## src/hw/gpio_pkg.sv

```systemverilog
// Purpose: Shared constants for the dual general-purpose port block.
// Assumes: APB with 32-bit data; each register one aligned word.
// Notes:   Offsets are byte addresses.
package gpio_pkg;
    // =====================================================================
    // Bus geometry
    localparam int ADDR_W   = 8;
    localparam int DATA_W   = 32;
    localparam int PORT_A_W = 6;
    localparam int PORT_B_W = 8;

    // =====================================================================
    // Register offsets
    localparam logic [ADDR_W-1:0] OFS_A_DATA = 8'h00;
    localparam logic [ADDR_W-1:0] OFS_A_DIR  = 8'h04;
    localparam logic [ADDR_W-1:0] OFS_A_PUE  = 8'h08;
    localparam logic [ADDR_W-1:0] OFS_B_DATA = 8'h0c;
    localparam logic [ADDR_W-1:0] OFS_B_DIR  = 8'h10;
    localparam logic [ADDR_W-1:0] OFS_B_PUE  = 8'h14;

    // =====================================================================
    // Field positions
    localparam int WAKE_VIEW_BIT = 6;   // Read-only wakeup view in port A data
    localparam int OSC_EN_BIT    = 7;   // Clock-out enable in port A pullup reg
    localparam int IRQ_PIN_BIT   = 2;   // Input-only pin shared with interrupt
    localparam int CLK_PIN_BIT   = 4;   // Pin that can carry the clock out

    // =====================================================================
    // Reset values
    localparam logic [PORT_A_W-1:0] DIR_A_RST = 6'h00;
    localparam logic [PORT_B_W-1:0] DIR_B_RST = 8'h00;
    localparam logic [PORT_A_W-1:0] PUE_A_RST = 6'h00;
    localparam logic [PORT_B_W-1:0] PUE_B_RST = 8'h00;
    localparam logic                OSC_EN_RST = 1'b0;

    // =====================================================================
    // Oscillator option codes
    typedef enum logic [1:0] {
        OSC_INTERNAL = 2'h0,
        OSC_EXT_CLK  = 2'h1,
        OSC_EXT_RC   = 2'h2,
        OSC_XTAL     = 2'h3
    } osc_option_t;
endpackage

```

## src/hw/gpio_pin_bank.sv

```systemverilog
// Purpose: Pin logic for one port: input synchroniser and pad drivers.
// Assumes: Pad signals are registered; one cycle after the registers change.
// Notes:   Read value is combinational: the latch for outputs, the synchronised pin level for inputs.
`timescale 1ns/1ps
module gpio_pin_bank #(
    parameter int W = 8
) (
    input  wire logic         sys_clk,
    input  wire logic         rst_b,
    input  wire logic [W-1:0] pin_in,
    input  wire logic [W-1:0] latch,
    input  wire logic [W-1:0] dir,
    input  wire logic [W-1:0] pue,
    input  wire logic [W-1:0] drive_ok,
    input  wire logic [W-1:0] alt_en,
    input  wire logic [W-1:0] alt_val,
    output logic      [W-1:0] read_val,
    output logic      [W-1:0] pad_out,
    output logic      [W-1:0] pad_oe,
    output logic      [W-1:0] pad_pullup
);
    // =====================================================================
    // Elaboration check
    if (W < 1 || W > 8) begin : g_bad_width
        $error("gpio_pin_bank: width must be 1 to 8");
    end

    logic [W-1:0] pin_meta_ff;
    logic [W-1:0] pin_sync_ff;

    // =====================================================================
    // Per-pin logic
    for (genvar i = 0; i < W; i++) begin : g_pin
        // Two flops before any logic looks at the pad
        always_ff @(posedge sys_clk or negedge rst_b) begin
            if (!rst_b) begin
                pin_meta_ff[i] <= 1'b0;
                pin_sync_ff[i] <= 1'b0;
            end else begin
                pin_meta_ff[i] <= pin_in[i];
                pin_sync_ff[i] <= pin_meta_ff[i];
            end
        end

        // Output pins read back the latch, inputs read the pad
        assign read_val[i] = dir[i] ? latch[i] : pin_sync_ff[i];

        // Pad drivers; a pullup is never left on against an output
        always_ff @(posedge sys_clk or negedge rst_b) begin
            if (!rst_b) begin
                pad_out[i]    <= 1'b0;
                pad_oe[i]     <= 1'b0;
                pad_pullup[i] <= 1'b0;
            end else begin
                pad_out[i]    <= alt_en[i] ? alt_val[i] : latch[i];
                pad_oe[i]     <= alt_en[i] | (dir[i] & drive_ok[i]);
                pad_pullup[i] <= ~alt_en[i] & pue[i] & ~dir[i];
            end
        end
    end
endmodule

```

## src/hw/dual_gpio_port_block.sv

```systemverilog
// Purpose: Two general-purpose ports (six and eight pins) behind APB.
// Assumes: sys_clk 10 MHz; rst_b async active low; APB4 master.
// Notes:   Zero-wait APB: pready rises in the first access cycle.
`timescale 1ns/1ps
module dual_gpio_port_block
    import gpio_pkg::*;
(
    input  wire logic                            sys_clk,
    input  wire logic                            rst_b,
    // APB slave
    input  wire logic                            psel,
    input  wire logic                            penable,
    input  wire logic                            pwrite,
    input  wire logic [gpio_pkg::ADDR_W-1:0]     paddr,
    input  wire logic [gpio_pkg::DATA_W-1:0]     pwdata,
    input  wire logic [3:0]                      pstrb,
    output logic                                 pready,
    output logic      [gpio_pkg::DATA_W-1:0]     prdata,
    output logic                                 pslverr,
    // System side
    input  wire logic [1:0]                      osc_option,
    input  wire logic                            irq_pin_enable,
    input  wire logic                            wakeup_request,
    input  wire logic                            quad_bus_clock,
    // Port A pads
    input  wire logic [gpio_pkg::PORT_A_W-1:0]   first_port_pin_in,
    output logic      [gpio_pkg::PORT_A_W-1:0]   first_port_pin_out,
    output logic      [gpio_pkg::PORT_A_W-1:0]   first_port_pin_oe,
    output logic      [gpio_pkg::PORT_A_W-1:0]   first_port_pullup,
    // Port B pads
    input  wire logic [gpio_pkg::PORT_B_W-1:0]   second_port_pin_in,
    output logic      [gpio_pkg::PORT_B_W-1:0]   second_port_pin_out,
    output logic      [gpio_pkg::PORT_B_W-1:0]   second_port_pin_oe,
    output logic      [gpio_pkg::PORT_B_W-1:0]   second_port_pullup
);
    import gpio_pkg::*;

    // =====================================================================
    // Register state
    logic [PORT_A_W-1:0] first_port_data_ff;
    logic [PORT_A_W-1:0] first_port_direction_ff;
    logic [PORT_A_W-1:0] first_port_pullup_enable_ff;
    logic                osc_pin_clock_out_enable_ff;
    logic [PORT_B_W-1:0] second_port_data_ff;
    logic [PORT_B_W-1:0] second_port_direction_ff;
    logic [PORT_B_W-1:0] second_port_pullup_enable_ff;
    logic                pready_ff;
    logic [DATA_W-1:0]   prdata_ff;
    logic                pslverr_ff;
    logic                qclk_meta_ff;
    logic                qclk_sync_ff;

    // =====================================================================
    // Bus decode
    wire setup_phase  = psel & ~penable;
    wire access_done  = psel & penable & pready_ff;
    wire wr_en        = access_done & pwrite & pstrb[0];
    wire hit_a_data   = (paddr == OFS_A_DATA);
    wire hit_a_dir    = (paddr == OFS_A_DIR);
    wire hit_a_pue    = (paddr == OFS_A_PUE);
    wire hit_b_data   = (paddr == OFS_B_DATA);
    wire hit_b_dir    = (paddr == OFS_B_DIR);
    wire hit_b_pue    = (paddr == OFS_B_PUE);
    wire addr_mapped  = hit_a_data | hit_a_dir | hit_a_pue
                      | hit_b_data | hit_b_dir | hit_b_pue;

    // =====================================================================
    // Clock-out selection on pin four
    wire osc_internal = (osc_option == OSC_INTERNAL) | (osc_option == OSC_EXT_RC);
    wire clk_out_on   = osc_internal & osc_pin_clock_out_enable_ff;
    wire [PORT_A_W-1:0] a_alt_en  = clk_out_on ? (PORT_A_W'(1) << CLK_PIN_BIT) : '0;
    wire [PORT_A_W-1:0] a_alt_val = qclk_sync_ff ? (PORT_A_W'(1) << CLK_PIN_BIT) : '0;
    // Bit two has no output driver at all
    wire [PORT_A_W-1:0] a_drive_ok = ~(PORT_A_W'(1) << IRQ_PIN_BIT);
    wire [PORT_B_W-1:0] b_drive_ok = '1;

    // =====================================================================
    // Read data assembly
    logic [PORT_A_W-1:0] a_read_raw;
    logic [PORT_B_W-1:0] b_read_val;
    wire  [PORT_A_W-1:0] a_irq_mask = irq_pin_enable ? ~(PORT_A_W'(1) << IRQ_PIN_BIT) : '1;
    wire  [7:0] a_data_rd = {1'b0, wakeup_request, a_read_raw & a_irq_mask};
    wire  [7:0] a_dir_rd  = {2'b00, first_port_direction_ff};
    wire  [7:0] a_pue_rd  = {osc_pin_clock_out_enable_ff, 1'b0, first_port_pullup_enable_ff};
    wire  [7:0] rd_byte   = hit_a_data ? a_data_rd
                          : hit_a_dir  ? a_dir_rd
                          : hit_a_pue  ? a_pue_rd
                          : hit_b_data ? b_read_val
                          : hit_b_dir  ? second_port_direction_ff
                          : hit_b_pue  ? second_port_pullup_enable_ff
                          : 8'h00;

    // =====================================================================
    // APB answer: ready in the first access cycle, data captured at setup
    always_ff @(posedge sys_clk or negedge rst_b) begin
        if (!rst_b) begin
            pready_ff  <= 1'b0;
            prdata_ff  <= 32'h0000_0000;
            pslverr_ff <= 1'b0;
        end else begin
            pready_ff  <= setup_phase;
            pslverr_ff <= setup_phase & ~addr_mapped;
            if (setup_phase) begin
                prdata_ff <= (pwrite ? 32'h0000_0000 : {24'h00_0000, rd_byte});
            end
        end
    end

    // =====================================================================
    // Data latches have no reset; software owns their contents
    always_ff @(posedge sys_clk) begin
        if (wr_en && hit_a_data) begin
            first_port_data_ff <= pwdata[PORT_A_W-1:0];
        end
        if (wr_en && hit_b_data) begin
            second_port_data_ff <= pwdata[PORT_B_W-1:0];
        end
    end

    // =====================================================================
    // Direction and pullup registers; every pin starts as an input
    always_ff @(posedge sys_clk or negedge rst_b) begin
        if (!rst_b) begin
            first_port_direction_ff      <= DIR_A_RST;
            second_port_direction_ff     <= DIR_B_RST;
            first_port_pullup_enable_ff  <= PUE_A_RST;
            second_port_pullup_enable_ff <= PUE_B_RST;
            osc_pin_clock_out_enable_ff  <= OSC_EN_RST;
        end else begin
            if (wr_en && hit_a_dir) begin
                first_port_direction_ff <= pwdata[PORT_A_W-1:0];
            end
            if (wr_en && hit_b_dir) begin
                second_port_direction_ff <= pwdata[PORT_B_W-1:0];
            end
            if (wr_en && hit_a_pue) begin
                first_port_pullup_enable_ff <= pwdata[PORT_A_W-1:0];
                osc_pin_clock_out_enable_ff <= pwdata[OSC_EN_BIT];
            end
            if (wr_en && hit_b_pue) begin
                second_port_pullup_enable_ff <= pwdata[PORT_B_W-1:0];
            end
        end
    end

    // =====================================================================
    // Fast clock sampled into sys_clk; it aliases, so the pin only shows a
    // level-sampled copy, a limitation of the single-clock design
    always_ff @(posedge sys_clk or negedge rst_b) begin
        if (!rst_b) begin
            qclk_meta_ff <= 1'b0;
            qclk_sync_ff <= 1'b0;
        end else begin
            qclk_meta_ff <= quad_bus_clock;
            qclk_sync_ff <= qclk_meta_ff;
        end
    end

    // =====================================================================
    // Pin banks
    gpio_pin_bank #(.W(PORT_A_W)) u_bank_a (
        .sys_clk    (sys_clk),
        .rst_b      (rst_b),
        .pin_in     (first_port_pin_in),
        .latch      (first_port_data_ff),
        .dir        (first_port_direction_ff),
        .pue        (first_port_pullup_enable_ff),
        .drive_ok   (a_drive_ok),
        .alt_en     (a_alt_en),
        .alt_val    (a_alt_val),
        .read_val   (a_read_raw),
        .pad_out    (first_port_pin_out),
        .pad_oe     (first_port_pin_oe),
        .pad_pullup (first_port_pullup)
    );

    gpio_pin_bank #(.W(PORT_B_W)) u_bank_b (
        .sys_clk    (sys_clk),
        .rst_b      (rst_b),
        .pin_in     (second_port_pin_in),
        .latch      (second_port_data_ff),
        .dir        (second_port_direction_ff),
        .pue        (second_port_pullup_enable_ff),
        .drive_ok   (b_drive_ok),
        .alt_en     ('0),
        .alt_val    ('0),
        .read_val   (b_read_val),
        .pad_out    (second_port_pin_out),
        .pad_oe     (second_port_pin_oe),
        .pad_pullup (second_port_pullup)
    );

    // Bus outputs straight from flops
    assign pready  = pready_ff;
    assign prdata  = prdata_ff;
    assign pslverr = pslverr_ff;
endmodule

```

## config.mk

```make
export PLATFORM = sky130hd
export DESIGN_NAME = dual_gpio_port_block
export DESIGN_NICKNAME = d
export VERILOG_FILES = /design/src/hw/gpio_pkg.sv /design/src/hw/gpio_pin_bank.sv /design/src/hw/dual_gpio_port_block.sv
export SDC_FILE = /design/constraint.sdc
export NUM_CORES = 1
export LEC_CHECK = 0
export BUFFER_PORTS_ARGS = -buffer_cell sky130_fd_sc_hd__buf_2
export CORE_UTILIZATION = 49
export CTS_BUF_LIST = sky130_fd_sc_hd__clkbuf_4
export DETAILED_ROUTE_END_ITERATION = 12
export PLACE_DENSITY = 0.83
export SYNTH_ARGS = -nofsm -noshare
export SYNTH_HDL_FRONTEND = slang
export SYNTH_HIERARCHICAL = 1
export SYNTH_SLANG_ARGS = --single-unit
```

## constraint.sdc

```tcl
create_clock -name sys_clk -period 2.9 [get_ports sys_clk]
set_clock_uncertainty 0.15 [all_clocks]
set_input_delay 0.145 -clock sys_clk [delete_from_list [all_inputs] [get_ports sys_clk]]
set_output_delay 0.145 -clock sys_clk [all_outputs]
set_load 0.05 [all_outputs]
```

==> Yosys cells after proc, flatten, opt, wreduce, memory -nomap -nowiden <==
Cells that the tools add are included.
W data, S select, Z words.
{ "word_totals": {"out_inout_bits": 76, "regBits": 149, "inputBits": 68, "latchBits": 0, "wordCells": 187, "romBits": 0, "mem_bits_rw": 0, "memories": 0} }
{ "op_classes": {"shifts": 0, "magnitude_cmp": 0, "bitwise": 61, "multipliers": 0, "n_eq_ne": 6, "n_div": 0, "reduce_logical": 8, "n_addsub": 0, "n_mux": 30} }
{ "op_table": {"columns": ["operator", "count"], "rows": [
  ["$mux W8", 7],
  ["$and A1 B1 Y1", 27],
  ["$not A1 Y1", 21],
  ["$mux W1", 20],
  ["$eq A8 B4 Y1 const B", 2],
  ["$eq A8 B5 Y1 const B", 2],
  ["$mux W5", 2],
  ["$or A1 B1 Y1", 10],
  ["$eq A8 B3 Y1 const B", 1],
  ["$logic_not A8 Y1", 1],
  ["$and A6 B6 Y6", 1],
  ["$logic_and A1 B1 Y1", 6],
  ["$mux W3", 1],
  ["$eq A2 B2 Y1 const B", 1],
  ["$logic_not A2 Y1", 1],
  ["$not A1 Y1 const A", 1],
  ["$or A1 B1 Y1 const A", 1]
]} }

==> Logic depth before layout (Yosys ltp) <==
Gate-level depths: netlist of run 1.
{ "depth": {"ltp_word": 8, "ltp_mapped": 6, "depth_no_buf": 5} }

==> Modules after synthesis <==
Netlist of run 1, hierarchy kept.
{ "by_module_without_submodules": {"columns": ["module", "cells_each", "seq_area_each_um2", "n_inst", "area_each_um2"], "rows": [
  ["dual_gpio_port_block", 205, 1446.4, 1, 2635.0],
  ["gpio_pin_bank (u_bank_b)", 72, 1001.0, 1, 1368.8],
  ["gpio_pin_bank (u_bank_a)", 54, 750.7, 1, 1028.5]
]} }

==> Worst setup path before layout of run 1 <==
OpenSTA, ideal clock, no wires.
{ "synth_timing": {"path_type": "input -> register", "from": "in paddr[1] (netlist name)", "to": "reg second_port_data_ff[0] (enable)", "path_stages": 4, "setup_slack_ns": 0.566, "setup_time_ns": 0.383, "required_time_ns": 2.367, "t_arrival_ns": 1.800, "path_buffers": 1, "cell_sequence": "or4_4 -> or3_1 -> buf_2 -> nor3_1"} }
{ "synth_via": {"elab_chain_cells": 2} }
{ "synth_lines": {"columns": ["element", "line", "source"], "rows": [
  ["from (decl)", "dual_gpio_port_block.sv:14", "input wire logic [gpio_pkg::ADDR_W-1:0] paddr,"],
  ["$eq A8 B4 Y1", "dual_gpio_port_block.sv:61", "wire hit_b_data = (paddr == OFS_B_DATA);"],
  ["$logic_and A1 B1 Y1", "dual_gpio_port_block.sv:115", "if (wr_en && hit_b_data) begin"],
  ["to (signal assigned)", "dual_gpio_port_block.sv:116", "second_port_data_ff <= pwdata[PORT_B_W-1:0];"],
  ["to (decl)", "dual_gpio_port_block.sv:44", "logic [PORT_B_W-1:0] second_port_data_ff;"]
]} }
Every way passes these cells.
A chain may end at the register's enable or synchronous reset.

==> Final worst setup path of run 1 <==
{ "layout_timing": {"from": "in paddr[6] (netlist name)", "to": "reg prdata_ff[2] (netlist: prdata[2])"} }
{ "layout_via": {"elab_chain_cells": 8, "word_cells_on_any_way": 13} }
{ "layout_lines": {"columns": ["element", "line", "source"], "rows": [
  ["$eq A8 B5 Y1", "dual_gpio_port_block.sv:63", "wire hit_b_pue = (paddr == OFS_B_PUE);"],
  ["$mux W8", "dual_gpio_port_block.sv:90", ": hit_b_pue ? second_port_pullup_enable_ff"],
  ["$mux W8", "dual_gpio_port_block.sv:89", ": hit_b_dir ? second_port_direction_ff"],
  ["$mux W8", "dual_gpio_port_block.sv:88", ": hit_b_data ? b_read_val"],
  ["$mux W8", "dual_gpio_port_block.sv:87", ": hit_a_pue ? a_pue_rd"],
  ["$mux W8", "dual_gpio_port_block.sv:86", ": hit_a_dir ? a_dir_rd"],
  ["$mux W8 *", "dual_gpio_port_block.sv:85", "wire [7:0] rd_byte = hit_a_data ? a_data_rd"],
  ["$mux W8 *", "dual_gpio_port_block.sv:104", "prdata_ff <= (pwrite ? 32'h0000_0000 : {24'h00_0000, rd_byte});"],
  ["to (signal assigned)", "dual_gpio_port_block.sv:104", null],
  ["to (decl)", "dual_gpio_port_block.sv:48", "logic [DATA_W-1:0] prdata_ff;"]
]} }
Every way passes the cells marked *; elsewhere a longest branch is shown, timed or not.

==> results of run 1 <==
==> kinds of logic after synthesis <==
| kind of cell | Yosys count |
|---|---|
| buffers and inverters | 37 |
| DFF | 125 |
| muxes | 65 |
| AOI/OAI and AO/OA | 50 |
| other | 2 |
| and+or+nand+nor | 52 |
==> worst max path at each step <==
stage	depth (start not counted)	endpoint
global route	8	prdata[2]$_DFFE_PN0P_
detailed placement	5	first_port_direction_ff[0]$_DFFE_PN0P_
global placement	5	first_port_direction_ff[3]$_DFFE_PN0P_
floorplan	4	second_port_data_ff[0]$_DFFE_PP_
CTS	8	prdata[2]$_DFFE_PN0P_
finish	8	prdata[2]$_DFFE_PN0P_
==> worst max-delay path: cells and delay by family <==
| kind | cells | cell delay (ns) |
|---|---|---|
| simple gates | 2 | 0.83 |
| buf+inv | 4 | 1.43 |
| compound gates | 2 | 0.59 |
==> layer usage <==
metal	up-vias	share of wire, %
li1	1507	-
met1	1599	40
met2	109	53
met3	12	5.2
met4	0	1.7
met5	-	0
==> state kept, by name, summed over array words and instances (netlist names), 8 cells and up <==
| register | flops |
|---|---|
| prdata | 8 |
| second_port_data_ff | 8 |
| second_port_direction_ff | 8 |
| second_port_pullup_enable_ff | 8 |
| u_bank_b/pad_oe | 8 |
| u_bank_b/pad_out | 8 |
| u_bank_b/pad_pullup | 8 |
| u_bank_b/pin_meta_ff | 8 |
| u_bank_b/pin_sync_ff | 8 |
==> power by group through the flow <==
| stage | Sequential, mW | Clock, mW | Combinational (mW) |
|---|---|---|---|
| 2_1_floorplan | 1.93 | 0 | 0.174 |
| 3_3_place_gp | 1.86 | 0 | 0.325 |
| 3_5_place_dp | 1.86 | 0 | 0.329 |
| 4_1_cts | 1.82 | 1.26 | 0.369 |
| 5_1_grt | 1.83 | 1.34 | 0.401 |
| 6_report | 1.82 | 1.23 | 0.370 |
==> layout make-up <==
class                      count  area, sq um
tap                          133          166
clock buffer                  17          128
fill                         715         3350
clock inverter                15          171
multi-input combinational    257         1920
timing repair buffer         139          926
sequential                   125         3200
inverter                       3         11.3
==> placed cells by master (no fill, tap or decap), types with 6 or more instances in the layout <==
cell type,synthesis,final
a21oi_1,13,13
mux2i_1,8,8
o32a_2,6,6
dfrtp_1,111,111
conb_1,2,90
mux2_4,36,36
o31ai_1,6,6
clkbuf_4,0,17
nor2_1,11,11
dlygate4sd3_1,0,38
mux2_2,21,21
buf_2,2,90
a21o_2,12,12
nor3b_1,15,15
edfxtp_1,14,14
buf_4,24,10
==> metrics by stage <==
stage	hold WS, ns	power, mW
after floorplan	-0.301	2.11
after global placement	0.00659	2.18
after detailed placement	0.0143	2.19
after CTS	0.0112	3.45
after global routing	0.0437	3.57
final	0.0507	3.42
==> what timing repair did <==
action,in CTS,in global routing
hold endpoints to repair,181,0
hold buffers,38,0
buffers inserted,0,0
==> metrics.yaml, run 1 <==
grt_max_degree: 71
synth_edf_count: 14
grt_overflow_total: 0
max-cap-violations: 0
ys_ff_latch: 125
synth_flop_cell: "dfrtp_1"
timing.final.crit_share_pct: 93.6
dp_slack_ns: 0.482
synthSimpleGateAreaFrac_pct: 6.81
synth-seq-area-share_pct: 63.6
grt_pass1_vias: 3276
place_area_sq_um: 5840
gr-usage-met1_pct: 25.0
die_area_sq_um: 10700
synthDistinctLibCells: 43
synth_top_area_share_pct: 55.2
avgRoutedWirePerCell_microns: 15.1
busiest_layer: "met2"
drc: 0
synth_compound_area_share_pct: 7.56
portBuffers: 91
routed_wirelength_microns: 10400
die_width_microns: 103
critPathRequiredTime_ns: 3.19
post_synth_fa_ha_maj_area_fraction_pct: 0
relSlewSlack_pct: 31.0
outcome: "finished, final reports clean"
path_cells: "dlygate4sd3_1 > buf_2 > or4_4 > or3_1 > buf_4 > o32a_2 > o31ai_1 > dlygate4sd3_1"
synthMuxAreaShare_pct: 17.0
gp_congestion: 0.796
hold_viol_final: 0
vdd_ir_drop_max_mv: 0.245
setup_tns_ns: 0
final_cells: 689
cp-start-kind: "input pin"
pwr-share-clk_pct: 35.8
crit_arrival_ns: 3.00
hold_path_startpoint: "paddr[3]"
dieHeight_microns: 103
clk_pin_slew_ns: 0.10
yosys_warnings: 6
synth.cell_area_sq_um: 5030
dp_hpwl_microns: 6980
whs_path_depth: 5
met3_usage_pct: 4.97
fin_ws_ns: 0.187
drtPass1Iterations: 4
synthXorXnorAreaFrac_pct: 0
numClockSinks: 125
path_class: "input pin to flip-flop"
ios: 144
slew_violations: 0
syn_avg_cell_area_sq_um: 15.2
p_per_area_nw_per_um2: 525
n_antenna_cell: 0
grt_use_met2_pct: 37.0
p_switching_mw: 0.897
worst_pin_slew_ns: 1.03
grt_pass1_wl_microns: 16300
setup_viol: 0
leakage_nw: 3.33
ant_nets: 0
clock-root-buffer: "clkbuf_4"
rows: 36
vias: 3227
post-synth-top-count-cell: "dfrtp_1"
via_per_inst: 4.68
cts_tree: "built"
slowest_stage: "dlygate4sd3_1"
r2r_end: "prdata[2]$_DFFE_PN0P_"
nets: 611
regToRegSetupSlack_ns: 0.81
fin_crit_ns: 2.71
dr.first_iter.drc_count: 140
cts-resized-gates: 0
r2r_start: "second_port_direction_ff[2]$_DFFE_PN0P_"
reg2regPathDepth: 5
post_route_cells_drive_above_1_share_pct: 38.5
htree_levels: 4
initial_core_util_pct: 51.0
grt_setup_unrepaired: "false"
end_kind: "flip-flop"
hp-class: "input pin to flip-flop"
worst_path_most_repeated_cell: "dlygate4sd3_1"
fin_util_pct: 66.1
yosysTopAreaCell: "dfrtp_1"
min_to: "prdata[7]$_DFFE_PN0P_"
crit_fanout: 8
fmax_ghz: 0.369
max_stage_delay_ns: 0.57
synth_top_family_by_area: "multiplexers"
numCtsBuffers: 17
syn2layout_area_growth_pct: 29.5
power_frac_comb_pct: 10.8
power_frac_seq_pct: 53.3
startpoint: "paddr[6]"
antenna_found_initial: 0
synth_commonest_cells: "dfrtp_1, mux2_4, buf_4"
ys_top_cells_by_area: "dfrtp_1, mux2_4, edfxtp_1"
core-area_sq_um: 9860
clock_latency_ns: 0.50
postSynthCellCount: 331
synth-async-reset-ratio_pct: 88.8
cts_buffer_depth: 2
stdcell_area_sq_um: 6520
switching_share_pct: 26.2
grt.total_usage_pct: 21.2
p_int_mw: 2.52
dp_cells: 619
(Power assumes the default switching activity.)
==> run 2, diff against run 1 <==
--- a/config.mk
+++ b/config.mk
@@ -6,6 +6,7 @@
 export NUM_CORES = 1
 export LEC_CHECK = 0
 export BUFFER_PORTS_ARGS = -buffer_cell sky130_fd_sc_hd__buf_2
+export CORE_MARGIN = 4
 export CORE_UTILIZATION = 49
 export CTS_BUF_LIST = sky130_fd_sc_hd__clkbuf_4
 export DETAILED_ROUTE_END_ITERATION = 12
==> metrics.yaml, run 2 (synthesis gave the netlist of run 1 again) <==
critPathRequiredTime_ns: 3.20  # was 3.19 ns
p_switching_mw: 0.889  # was 0.897 mW
n_antenna_cell: 0  # unchanged
relSlewSlack_pct: 53.8  # was 31.0%
slowest_stage: "dlygate4sd3_1"  # unchanged
ant_nets: 0  # unchanged
crit_arrival_ns: 2.82  # was 3.00 ns
p_per_area_nw_per_um2: 504  # was 525 nW/um^2
setup_tns_ns: 0  # unchanged
rows: 36  # unchanged
slew_violations: 0  # unchanged
mostFrequentLayoutCell: "dfrtp_1"  # unchanged
dieHeight_microns: 109  # was 103 microns
fin_util_pct: 65.0  # was 66.1%
worst_path_most_repeated_cell: "dlygate4sd3_1"  # unchanged
seq_area_sq_um: 3200  # unchanged
worst_pin_slew_ns: 0.693  # was 1.03 ns
fillCellCount: 768  # was 715
die_width_microns: 109  # was 103 microns
grt_setup_unrepaired: "false"  # unchanged
cts_buffer_depth: 2  # unchanged
clk_pin_slew_ns: 0.11  # was 0.10 ns
hold_viol_final: 0  # unchanged
multi_input_area_sq_um: 1920  # unchanged
timing.final.crit_share_pct: 86.7  # was 93.6%
end_kind: "flip-flop"  # unchanged
max_stage_delay_ns: 0.58  # was 0.57 ns
path_cells: "dlygate4sd3_1 > buf_2 > or2b_2 > or3_1 > buf_4 > o32a_2 > o31ai_1 > dlygate4sd3_1"  # was dlygate4sd3_1 > buf_2 > or4_4 > or3_1 > buf_4 > o32a_2 > o31ai_1 > dlygate4sd3_1
pwr-share-clk_pct: 32.4  # was 35.8%
dr.first_iter.drc_count: 129  # was 140
max-cap-violations: 0  # unchanged
p_int_mw: 2.36  # was 2.52 mW
numClockSinks: 125  # unchanged
grt_pass1_vias: 3422  # was 3276
cts_tree: "built"  # unchanged
gp_congestion: 0.805  # was 0.796
mostFrequentLayoutCells: "dfrtp_1, conb_1, buf_2"  # unchanged
outcome: "finished, final reports clean"  # unchanged
vias: 3224  # was 3227
clock_latency_ns: 0.52  # was 0.50 ns
clock-root-buffer: "clkbuf_4"  # unchanged
power_frac_comb_pct: 11.4  # was 10.8%
setup_viol: 0  # unchanged
leakage_nw: 3.29  # was 3.33 nW
path_class: "input pin to flip-flop"  # unchanged
grt_max_degree: 67  # was 71
grt.total_usage_pct: 19.2  # was 21.2%
antenna_found_initial: 0  # unchanged
grt_overflow_total: 0  # unchanged
hp-class: "input pin to flip-flop"  # unchanged
dp_hpwl_microns: 7180  # was 6980 microns
via_per_inst: 4.69  # was 4.68
post_route_cells_drive_above_1_share_pct: 38.4  # was 38.5%
core-area_sq_um: 9910  # was 9860 sq um
switching_share_pct: 27.4  # was 26.2%
avgRoutedWirePerCell_microns: 15.5  # was 15.1 microns
htree_levels: 4  # unchanged
grt_pass1_wl_microns: 16900  # was 16300 microns
syn2layout_area_growth_pct: 28.0  # was 29.5%
portBuffers: 91  # unchanged
vdd_ir_drop_max_mv: 0.464  # was 0.245 mV
nets: 609  # was 611
fmax_ghz: 0.398  # was 0.369 GHz
dp_cells: 619  # unchanged
numCtsBuffers: 17  # unchanged
power_frac_seq_pct: 56.2  # was 53.3%
fin_crit_ns: 2.52  # was 2.71 ns
cts-resized-gates: 0  # unchanged
worst_hold_slack_ns: 0.0575  # was 0.0507 ns
final_cells: 687  # was 689
routed_wirelength_microns: 10700  # was 10400 microns
die_area_sq_um: 12000  # was 10700 sq um
crit_fanout: 7  # was 8
ios: 144  # unchanged
drc: 0  # unchanged
drtPass1Iterations: 4  # unchanged
initial_core_util_pct: 50.8  # was 51.0%
cp-start-kind: "input pin"  # unchanged
==> run 2: path summary, 6_finish.rpt <==
path	from	slack (ns)	end	depth (start not counted)
setup / recovery	paddr[4]	0.38	prdata[2]$_DFFE_PN0P_	8
hold / removal	psel	0.06	prdata[1]$_DFFE_PN0P_	3
setup reg to reg	second_port_direction_ff[2]$_DFFE_PN0P_	0.79	prdata[2]$_DFFE_PN0P_	5
hold reg to reg	u_bank_b/pin_meta_ff[4]$_DFF_PN0_	0.21	u_bank_b/pin_sync_ff[4]$_DFF_PN0_	0
max in group asynchronous	rst_b	0.82	u_bank_b/pad_oe[3]$_DFF_PN0_	4
min in group asynchronous	rst_b	0.51	u_bank_b/pad_out[3]$_DFF_PN0_	3
==> run 2: timing repair <==
item,4_1_cts,5_1_grt
endpoints found under the hold margin,181,0
setup buffers,0,0
hold buffers,36,0
endpoints found under the setup margin,0,0
==> run 2: area by class of cell <==
cell class                      count  area share [%]
Clock buffer                       19            2.21
Clock inverter                     13            1.57
Inverter                            3           0.175
Multi-Input combinational cell    257            29.8
Sequential cell                   125            49.6
Tap cell                          133            2.58
Timing Repair Buffer              137            14.1
==> run 2: metal layers <==
metal	vias up	track usage (%)	share of wire (%)
met5	-	0	0
met4	0	8.01	1.4
met3	15	6.11	6.8
met2	117	32.2	52
met1	1585	22.9	40
li1	1507	-	-
==> run 2: worst max-delay path, delay by kind of cell <==
family / cells / cell delay (ns)
buffers and inverters: 4 / 1.49
and+or+nand+nor: 2 / 0.77
AOI/OAI and AO/OA: 2 / 0.40
==> run 2: power by group through the flow <==
| stage | logic, mW | clock network [mW] | registers (mW) |
|---|---|---|---|
| finish | 0.369 | 1.05 | 1.82 |
| global route | 0.398 | 1.17 | 1.83 |
| CTS | 0.368 | 1.08 | 1.82 |
| detailed placement | 0.331 | 0 | 1.86 |
| global placement | 0.326 | 0 | 1.86 |
| floorplan | 0.174 | 0 | 1.93 |
==> run 2: per-stage QoR <==
stage / area [sq um] / power [mW] / worst slack, ns
2_1_floorplan: 5360 / 2.11 / 0.566
3_3_place_gp: 5840 / 2.18 / 0.414
3_5_place_dp: 5840 / 2.19 / 0.369
4_1_cts: 6440 / 3.27 / 0.458
5_1_grt: 6440 / 3.39 / 0.312
6_report: 6440 / 3.25 / 0.385
